**src/hw/mmd_defines.svh**
```systemverilog
// Constants for the memory map decoder: address fields, region bounds and flash geometry.
// Assumes inclusion by bare name from the package and the decoder module.
`ifndef MMD_DEFINES_SVH
`define MMD_DEFINES_SVH

// ----------------------------------------
// Vector table
// ----------------------------------------
`define MMD_VECBASE_SHIFT  7
`define MMD_VECBASE_RESET  14'h0200
`define MMD_VEC_FIRST      7'h4a
`define MMD_VEC_COUNT      7
`define MMD_JUMP_BITS      19
`define MMD_PRIO_MAX       2'h2

// ----------------------------------------
// Data map, word addresses
// ----------------------------------------
`define MMD_RAM_LAST       24'h001fff
`define MMD_DFLASH_FIRST   24'h002000
`define MMD_DFLASH_LAST    24'h002fff
`define MMD_PERIPH_FIRST   24'h00f000
`define MMD_PERIPH_LAST    24'h00ffff
`define MMD_DEBUG_FIRST    24'hffff00
`define MMD_RAM_ROW_LSB    1

// ----------------------------------------
// Flash configuration words and geometry
// ----------------------------------------
`define MMD_CFG_WORDS      9
`define MMD_CFG_FIRST      21'h01fff7
`define MMD_PF_SECT_LSB    13
`define MMD_PF_PAGE_LSB    9
`define MMD_DF_SECT_LSB    8
`define MMD_BF_SECT_LSB    11
`define MMD_BF_PAGE_LSB    8

`endif

```
**src/hw/mmd_pkg.sv**
```systemverilog
// Types shared by the memory map decoder and whoever connects to it.
// Assumes the defines header sits next to it.
package mmd_pkg;
	`include "mmd_defines.svh"

	// Target of one data-space access.
	typedef enum logic [2:0] {
		MMD_RGN_RAM,
		MMD_RGN_DFLASH,
		MMD_RGN_PERIPH,
		MMD_RGN_DEBUG,
		MMD_RGN_EXTERNAL
	} mmd_region_t;

	// Flash block whose geometry is asked for.
	typedef enum logic [1:0] {
		MMD_BLK_PROGRAM,
		MMD_BLK_DATA,
		MMD_BLK_BOOT
	} mmd_block_t;

	// Registered answer of the data-space decode.
	typedef struct packed {
		logic        valid;
		mmd_region_t region;
		logic [10:0] ram_row;
		logic        ram_upper;
		logic        long_ok;
	} mmd_data_dec_t;

	// Registered answer of a vector fetch.
	typedef struct packed {
		logic        valid;
		logic [20:0] fetch_addr;
		logic        reset_slot;
		logic [20:0] jump_target;
	} mmd_vec_ans_t;

	// Registered flash geometry answer.
	typedef struct packed {
		logic        valid;
		logic [3:0]  sector;
		logic [3:0]  page;
		logic        data_bank;
	} mmd_geom_t;
endpackage : mmd_pkg

```
**src/hw/mmd_memory_map_decoder.sv**
```systemverilog
// Address-map logic: vector fetch addresses, data-space decode, flash geometry and
// the load of the flash configuration words at chip initialization.
// Assumes every input comes from core logic on core_clk, and that the flash read port
// answers a read with rd_valid some cycles later, one read outstanding at a time.

`include "mmd_defines.svh"

module mmd_memory_map_decoder #(
	parameter int VEC_W = 7
) (
	input  wire logic                 core_clk,
	input  wire logic                 rst,
	// Vector fetch request.
	input  wire logic                 vec_req,
	input  wire logic [13:0]          vector_base,
	input  wire logic [VEC_W-1:0]     vec_num,
	input  wire logic [15:0]          vec_word_lo,
	input  wire logic [15:0]          vec_word_hi,
	output mmd_pkg::mmd_vec_ans_t     vec_ans,
	// Converter and PWM events for vectors 74 to 80.
	input  wire logic [6:0]           evt_pending,
	input  wire logic [13:0]          evt_prio,
	output logic                      evt_req,
	output logic [VEC_W-1:0]          evt_vec,
	output logic [1:0]                evt_level,
	// Data-space decode.
	input  wire logic                 data_req,
	input  wire logic [23:0]          data_addr,
	input  wire logic                 data_long,
	input  wire logic                 external_data_select,
	output mmd_pkg::mmd_data_dec_t    data_dec,
	// Flash geometry query.
	input  wire logic                 geom_req,
	input  wire mmd_pkg::mmd_block_t  geom_block,
	input  wire logic [16:0]          geom_off,
	output mmd_pkg::mmd_geom_t        geom,
	// Flash configuration load.
	output logic                      fl_rd_req,
	output logic [20:0]               fl_rd_addr,
	input  wire logic                 fl_rd_valid,
	input  wire logic [15:0]          fl_rd_data,
	output logic [`MMD_CFG_WORDS*16-1:0] flash_cfg,
	output logic                      cfg_done
);
	import mmd_pkg::*;

	// ----------------------------------------
	// Vector fetch
	// ----------------------------------------

	// The base sits above the table offset; each entry spans two words.
	wire logic [20:0] vec_base_addr = {vector_base, {`MMD_VECBASE_SHIFT{1'b0}}};
	wire logic [20:0] vec_offset    = {{(20-VEC_W){1'b0}}, vec_num, 1'b0};
	wire logic [20:0] vec_fetch     = vec_base_addr + vec_offset;
	// Slots 0 and 1 hold the chip reset addresses when the base is the reset region.
	wire logic        vec_is_reset  = (vector_base == `MMD_VECBASE_RESET)
	                                  && (vec_num[VEC_W-1:1] == '0);
	// Only 19 bits of the two entry words reach the program counter.
	wire logic [20:0] vec_jump      = {2'b00, vec_word_hi[`MMD_JUMP_BITS-17:0], vec_word_lo};

	mmd_vec_ans_t vec_ans_d;
	mmd_vec_ans_t vec_ans_q;

	assign vec_ans_d.valid       = vec_req;
	assign vec_ans_d.fetch_addr  = vec_fetch;
	assign vec_ans_d.reset_slot  = vec_req && vec_is_reset;
	// A reset slot never yields a jump target, so a stray fetch cannot vector there.
	assign vec_ans_d.jump_target = vec_is_reset ? 21'h000000 : vec_jump;

	// ----------------------------------------
	// Converter and PWM event arbitration
	// ----------------------------------------

	logic [VEC_W-1:0] arb_vec;
	logic [1:0]       arb_lvl;
	logic             arb_hit;

	// Highest level wins; ties go to the lower vector number. Level 3 is clamped to 2
	// because the table only defines levels 0 to 2.
	always_comb begin
		logic [1:0] lvl;
		lvl     = 2'h0;
		arb_vec = '0;
		arb_lvl = 2'h0;
		arb_hit = 1'b0;
		for (int i = 0; i < `MMD_VEC_COUNT; i++) begin
			lvl = (evt_prio[2*i +: 2] > `MMD_PRIO_MAX) ? `MMD_PRIO_MAX : evt_prio[2*i +: 2];
			if (evt_pending[i] && (!arb_hit || lvl > arb_lvl)) begin
				arb_hit = 1'b1;
				arb_lvl = lvl;
				arb_vec = VEC_W'(`MMD_VEC_FIRST) + VEC_W'(i);
			end
		end
	end

	// ----------------------------------------
	// Data-space decode
	// ----------------------------------------

	// Addresses are word addresses; no byte bit is dropped anywhere below.
	wire logic in_low    = data_addr <= `MMD_RAM_LAST;
	wire logic in_dflash = (data_addr >= `MMD_DFLASH_FIRST) && (data_addr <= `MMD_DFLASH_LAST);
	wire logic in_periph = (data_addr >= `MMD_PERIPH_FIRST) && (data_addr <= `MMD_PERIPH_LAST);
	wire logic in_debug  = data_addr >= `MMD_DEBUG_FIRST;

	mmd_region_t dec_region;
	// The two fixed windows take precedence over the select bit; the rest is external.
	assign dec_region = in_debug  ? MMD_RGN_DEBUG :
	                    in_periph ? MMD_RGN_PERIPH :
	                    (in_low && !external_data_select)    ? MMD_RGN_RAM :
	                    (in_dflash && !external_data_select) ? MMD_RGN_DFLASH :
	                    MMD_RGN_EXTERNAL;

	mmd_data_dec_t data_dec_d;
	mmd_data_dec_t data_dec_q;

	assign data_dec_d.valid     = data_req;
	assign data_dec_d.region    = dec_region;
	// Two words share a 32-bit row, so an even-aligned long word is one row.
	assign data_dec_d.ram_row   = data_addr[`MMD_RAM_ROW_LSB +: 11];
	assign data_dec_d.ram_upper = data_addr[0];
	assign data_dec_d.long_ok   = data_long && !data_addr[0] && (dec_region == MMD_RGN_RAM);

	// ----------------------------------------
	// Flash geometry
	// ----------------------------------------

	mmd_geom_t geom_d;
	logic [3:0] g_sect;
	logic [3:0] g_page;

	// Page index is counted within its sector; in data flash the two coincide.
	always_comb begin
		case (geom_block)
			MMD_BLK_PROGRAM: begin
				g_sect = geom_off[`MMD_PF_SECT_LSB +: 4];
				g_page = geom_off[`MMD_PF_PAGE_LSB +: 4];
			end
			MMD_BLK_DATA: begin
				g_sect = geom_off[`MMD_DF_SECT_LSB +: 4];
				g_page = 4'h0;
			end
			MMD_BLK_BOOT: begin
				g_sect = {2'b00, geom_off[`MMD_BF_SECT_LSB +: 2]};
				g_page = {1'b0, geom_off[`MMD_BF_PAGE_LSB +: 3]};
			end
			default: begin
				g_sect = 4'h0;
				g_page = 4'h0;
			end
		endcase
	end

	assign geom_d.valid     = geom_req;
	assign geom_d.sector    = g_sect;
	assign geom_d.page      = g_page;
	// Program and boot flash answer to the same register bank.
	assign geom_d.data_bank = (geom_block == MMD_BLK_DATA);

	// ----------------------------------------
	// Flash configuration load
	// ----------------------------------------

	// The start state exists so that the first read is raised on the first edge after
	// reset; the request is registered from the next state, so a load that began in the
	// issue state would never present the first address to the flash.
	typedef enum logic [1:0] {
		CFG_START,
		CFG_ISSUE,
		CFG_WAIT,
		CFG_DONE
	} mmd_cfg_state_t;

	mmd_cfg_state_t cfg_state_q;
	mmd_cfg_state_t cfg_state_d;
	logic [3:0]     cfg_idx_q;
	logic [3:0]     cfg_idx_d;
	logic [15:0]    cfg_mem_q [`MMD_CFG_WORDS];

	wire logic cfg_last  = cfg_idx_q == 4'(`MMD_CFG_WORDS - 1);
	wire logic cfg_store = (cfg_state_q == CFG_WAIT) && fl_rd_valid;

	// One word at a time, so a slow flash can take as long as it needs.
	always_comb begin
		cfg_state_d = cfg_state_q;
		cfg_idx_d   = cfg_idx_q;
		case (cfg_state_q)
			CFG_START: cfg_state_d = CFG_ISSUE;
			CFG_ISSUE: cfg_state_d = CFG_WAIT;
			CFG_WAIT: begin
				if (fl_rd_valid) begin
					cfg_state_d = cfg_last ? CFG_DONE : CFG_ISSUE;
					cfg_idx_d   = cfg_last ? cfg_idx_q : cfg_idx_q + 4'h1;
				end
			end
			CFG_DONE: cfg_state_d = CFG_DONE;
			default:  cfg_state_d = CFG_ISSUE;
		endcase
	end

	// Load sequencer and captured configuration words.
	always_ff @(posedge core_clk or posedge rst) begin
		if (rst) begin
			cfg_state_q <= CFG_START;
			cfg_idx_q   <= 4'h0;
			fl_rd_req   <= 1'b0;
			fl_rd_addr  <= 21'h000000;
			cfg_done    <= 1'b0;
			for (int i = 0; i < `MMD_CFG_WORDS; i++) begin
				cfg_mem_q[i] <= 16'h0000;
			end
		end else begin
			cfg_state_q <= cfg_state_d;
			cfg_idx_q   <= cfg_idx_d;
			fl_rd_req   <= (cfg_state_d == CFG_ISSUE);
			fl_rd_addr  <= `MMD_CFG_FIRST + {17'h00000, cfg_idx_d};
			cfg_done    <= (cfg_state_d == CFG_DONE);
			if (cfg_store) begin
				cfg_mem_q[cfg_idx_q] <= fl_rd_data;
			end
		end
	end

	// Word 0 of the block sits in the low bits of the bus.
	always_comb begin
		for (int i = 0; i < `MMD_CFG_WORDS; i++) begin
			flash_cfg[16*i +: 16] = cfg_mem_q[i];
		end
	end

	// ----------------------------------------
	// Output registers
	// ----------------------------------------

	// Every answer appears one cycle after its request.
	always_ff @(posedge core_clk or posedge rst) begin
		if (rst) begin
			vec_ans_q  <= '0;
			data_dec_q <= '0;
			geom       <= '0;
			evt_req    <= 1'b0;
			evt_vec    <= '0;
			evt_level  <= 2'h0;
		end else begin
			vec_ans_q  <= vec_ans_d;
			data_dec_q <= data_dec_d;
			geom       <= geom_d;
			evt_req    <= arb_hit;
			evt_vec    <= arb_vec;
			evt_level  <= arb_lvl;
		end
	end

	assign vec_ans  = vec_ans_q;
	assign data_dec = data_dec_q;
endmodule : mmd_memory_map_decoder

```
**config.mk**
```make
export PLATFORM = sky130hd
export DESIGN_NAME = mmd_memory_map_decoder
export DESIGN_NICKNAME = d
export VERILOG_FILES = /design/src/hw/mmd_pkg.sv /design/src/hw/mmd_memory_map_decoder.sv
export VERILOG_INCLUDE_DIRS = /design/src /design/src/hw
export SDC_FILE = /design/constraint.sdc
export NUM_CORES = 1
export LEC_CHECK = 0
export ABC_AREA = 1
export ABC_CLOCK_PERIOD_IN_PS = 8000
export BUFFER_PORTS_ARGS = -buffer_cell sky130_fd_sc_hd__buf_2
export CAP_MARGIN = 20
export CORE_AREA = 2 2 151 153
export DETAILED_ROUTE_END_ITERATION = 12
export DIE_AREA = 0 0 153 155
export PLACE_DENSITY = 0.68
export SLEW_MARGIN = 20
export SYNTH_ARGS = -nofsm -noshare
export SYNTH_HDL_FRONTEND = slang
export SYNTH_SLANG_ARGS = --single-unit
```
**constraint.sdc**
```tcl
create_clock -name core_clk -period 8 [get_ports core_clk]
set_input_delay 0.8 -clock core_clk [delete_from_list [all_inputs] [get_ports core_clk]]
set_output_delay 0.8 -clock core_clk [all_outputs]
set_load 0.005 [all_outputs]
```
==> metrics.md <==
| Metric | Value |
|---|---|
| Static Leak | 0.00662 µW |
| Pin count of the biggest net entering global routing | 86 |
| CORE AREA | 0.0222 mm² |
| Maximum operating frequency | 0.162 GHz |
| Worst-case clock buffer depth | 3 |
| R2r setup slk | 5.77 ns |
| Most frequent cell on the critical path | sky130_fd_sc_hd__nand2_1 |
| Switching fraction of total power | 24.7% |
| Power share of the clock group | 42.8% |
| Net Sw Power | 676 µW |
| Overall Global Routing Usage | 21.2% |
| Overflow after GRT | 0 |
| Rel. slew slack | 40.3% |
| Clock Tree Root | sky130_fd_sc_hd__clkbuf_16 |
| Hold/Removal Path Class | in -> async |
| Final antenna-violating net count | 0 |
| Overall routed net length | 25.5 mm |
| Library cell with the highest instance count after synthesis | sky130_fd_sc_hd__dfrtp_1 |
| Share of the synthesized area in the top cell type | 64.3% |
| Clock-pin slew reported for the worst setup and hold paths after clock tree synthesis | 0.06 ns |
| Tightest Pin Transition | 0.895 ns |
| First DRT Iteration DRCs | 407 |
| Share of power burned in registers | 46.6% |
| Crit path largest cell delay | 0.30 ns |
| Flip-flop cell with the highest count after synthesis | sky130_fd_sc_hd__dfrtp_1 |
| Power consumption | 2730 µW |
| Int Pwr | 2060 µW |
| Synthesis-to-finish area growth | 30.6% |
| Max-cap violations | 0 |
| Slowest-stage cell, CP | sky130_fd_sc_hd__ha_1 |
| Post-CTS sizing | 0 |
| Post-Syn Instances | 923 |
| Final Instance Area | 0.0120 mm² |
| Height of the die | 155 µm |
| Required time at the worst-slack endpoint | 8.41 ns |
| Flip-flop and latch count after synthesis | 237 |
| Length in cells of the worst reg-to-reg path | 12 |
| Vias per inst | 4.77 |
| Synth cell types | 33 |
| Setup repair after global routing missed its margin | no |
| Row cnt | 55 |
| Width of the chip | 153 µm |
| Top area cells in the synthesized netlist | sky130_fd_sc_hd__dfrtp_1, sky130_fd_sc_hd__nand2_1, sky130_fd_sc_hd__o21ai_0 |
| Endpoint kind of the worst setup timing path | flop |
| Antenna violations before repair | 0 |
| Cell Area, Synth | 0.00923 mm² |
| Area leader, netlist | sky130_fd_sc_hd__dfrtp_1 |
| Pwr Density | 227 mW/mm² |
| Die Outline Area | 0.0237 mm² |
| Post-CTS setup buffer count | 0 |
| Number of ports placed on the die boundary | 389 |
| Setup skew after layout | 0.0223 ns |
| Number of design rule violations left after detail routing | 0 |
| CTS tree | built |
| Setup-failing EPs final | 0 |
| Filler-free cell count of the finished design | 1573 |
| Worst reg2reg startpoint | cfg_idx_q[0]$_DFF_PP0_ |
| Number of I/O port buffers | 360 |
| Part of the total power dissipated in combinational logic | 10.7% |
| Crit path DAT | 6.60 ns |
| Share of the yosys chip area belonging to registers | 64.3% |
| Largest fanout of any net on the critical path | 7 |
| Via Count | 7501 |
| First-pass detailed-route iteration total | 5 |
| Num CTS Buffers | 25 |
| VDD IR-drop max | 0.157 mV |
| Final critical delay including setup and external delays | 6.19 ns |
| Cell count after placement | 1527 |
| HPWL after detailed placement | 18.3 mm |
| Final period util | 77.4% |
| Commonest cells in the netlist | sky130_fd_sc_hd__dfrtp_1, sky130_fd_sc_hd__nand2_1, sky130_fd_sc_hd__nor2_1 |
| Syn_area_per_cell | 9.99 µm² |
| Vias in the first global route | 7204 |
| Share of post-route cells with drive strength above 1 | 33.6% |
| Final Hold Vio Count | 0 |
| N_diodes | 0 |
| YS warnings | 0 |
| Number of flops mapped to enable cells by yosys | 0 |
| Max-slew violations | 0 |
| Reg-to-reg endpoint | fl_rd_addr[3]$_DFF_PP0_ |
| Number of buffers added to fix hold violations after cts | 0 |
| Final TNS setup | 0 ns |
| Instance area at placement | 0.0112 mm² |
| Routed len/inst | 16.2 µm |
| Async S/R FF share, synth | 100% |
| Run status | complete, no violations |
| Final-stage net count | 1431 |
| CP Launch Type | input port |
| Number of sinks driven by the clock tree | 237 |
| Worst-skew pair later-pin latency | 0.54 ns |
| Critical path start-end classification | in -> reg |
| Depth of the CTS H-tree | 1 |
| Wire length of the first global-routing pass | 39.6 mm |
| Initial core utilization | 41.5% |
| Gpl congestion | 0.795 |
-- routing by layer --
layer | up-vias | track usage, % | routed length [µm]
li1 | 3610 | - | -
met1 | 3555 | 27.4 | 10200
met2 | 300 | 36.0 | 12600
met3 | 36 | 5.65 | 2170
met4 | 0 | 4.63 | 472
met5 | - | 0 | 0
-- flip-flops by register name, summed over array words and instances, names as in the netlist, 4 cells and up --
register    count
fl_rd_addr      8
vec_ans        41
evt_vec         6
data_dec       17
cfg_idx_q       4
flash_cfg     144
geom           10
-- power by group through the flow --
stage                     clock network, µW  logic [µW]  registers [µW]
final                                  1170         292            1270
after global routing                   1240         333            1280
after CTS                              1190         297            1270
after detailed placement                  0         296            1290
after global placement                    0         289            1290
after floorplan                           0         151            1300
-- layout make-up --
cell class | count | area, µm²
flip-flops and latches | 237 | 5930
clock buffers | 39 | 728
clock inverters | 6 | 98.8
well taps | 285 | 357
fillers | 2026 | 10200
inverters | 103 | 399
repair buffers | 365 | 1850
multi-input cells | 538 | 2680
-- cell families after synthesis --
logic type,count (synthesis),synth area share (%)
buf+inv,154,7.24
xor+xnor,13,1.23
fa+ha+maj,20,2.71
flops,237,64.3
simple gates,330,15.2
other cells,1,0.0406
compound gates,168,9.29
-- metrics by stage --
stage | hold slack [ns] | util [%] | setup slack, ns
2_1_floorplan | 0.455 | - | 0.697
3_3_place_gp | 0.461 | 50.3 | 1.44
3_5_place_dp | 0.468 | 50.3 | 1.29
4_1_cts | 0.345 | 54.0 | 1.81
5_1_grt | 0.346 | 54.2 | 1.06
6_report | 0.342 | 54.2 | 1.81
-- cell usage in the layout, fill, tap and decap left out, types with 3 or more instances in the layout --
cell and instances:
sky130_fd_sc_hd__nand2_1 146, sky130_fd_sc_hd__o21ai_0 94, sky130_fd_sc_hd__buf_2 360, sky130_fd_sc_hd__nand3_2 5, sky130_fd_sc_hd__and2_1 6, sky130_fd_sc_hd__nor4_1 8, sky130_fd_sc_hd__a21oi_1 67, sky130_fd_sc_hd__clkbuf_16 25
sky130_fd_sc_hd__conb_1 7, sky130_fd_sc_hd__inv_1 89, sky130_fd_sc_hd__nor2_2 4, sky130_fd_sc_hd__clkbuf_1 9, sky130_fd_sc_hd__o22ai_1 3, sky130_fd_sc_hd__nand4_1 8, sky130_fd_sc_hd__dfrtp_1 237, sky130_fd_sc_hd__nand3_1 18
sky130_fd_sc_hd__xnor2_1 5, sky130_fd_sc_hd__xor2_1 8, sky130_fd_sc_hd__nor2_1 120, sky130_fd_sc_hd__buf_4 3, sky130_fd_sc_hd__nor3b_1 3, sky130_fd_sc_hd__clkbuf_8 5, sky130_fd_sc_hd__ha_1 20, sky130_fd_sc_hd__nand2_2 4
sky130_fd_sc_hd__inv_2 10
-- worst max-delay path: cells and delay by family --
kind,cells,cell delay (ns)
and+or+nand+nor,32,2.47
buffers and inverters,10,0.76
AOI/OAI and AO/OA,6,0.91
adders and majority gates,6,1.66
-- how the worst max path moves through the flow --
stage / endpoint / slack (ns) / startpoint
global placement: evt_level[0]$_DFF_PP0_ / 1.44 / evt_pending[0]
CTS: evt_level[1]$_DFF_PP0_ / 1.81 / evt_pending[0]
floorplan: cfg_done$_DFF_PP0_ / 0.70 / rst
global route: evt_vec[2]$_DFF_PP0_ / 1.06 / evt_pending[0]
finish: evt_level[1]$_DFF_PP0_ / 1.81 / evt_pending[0]
detailed placement: evt_level[1]$_DFF_PP0_ / 1.29 / evt_pending[0]
Note: power is estimated with default switching activity, not from simulation.
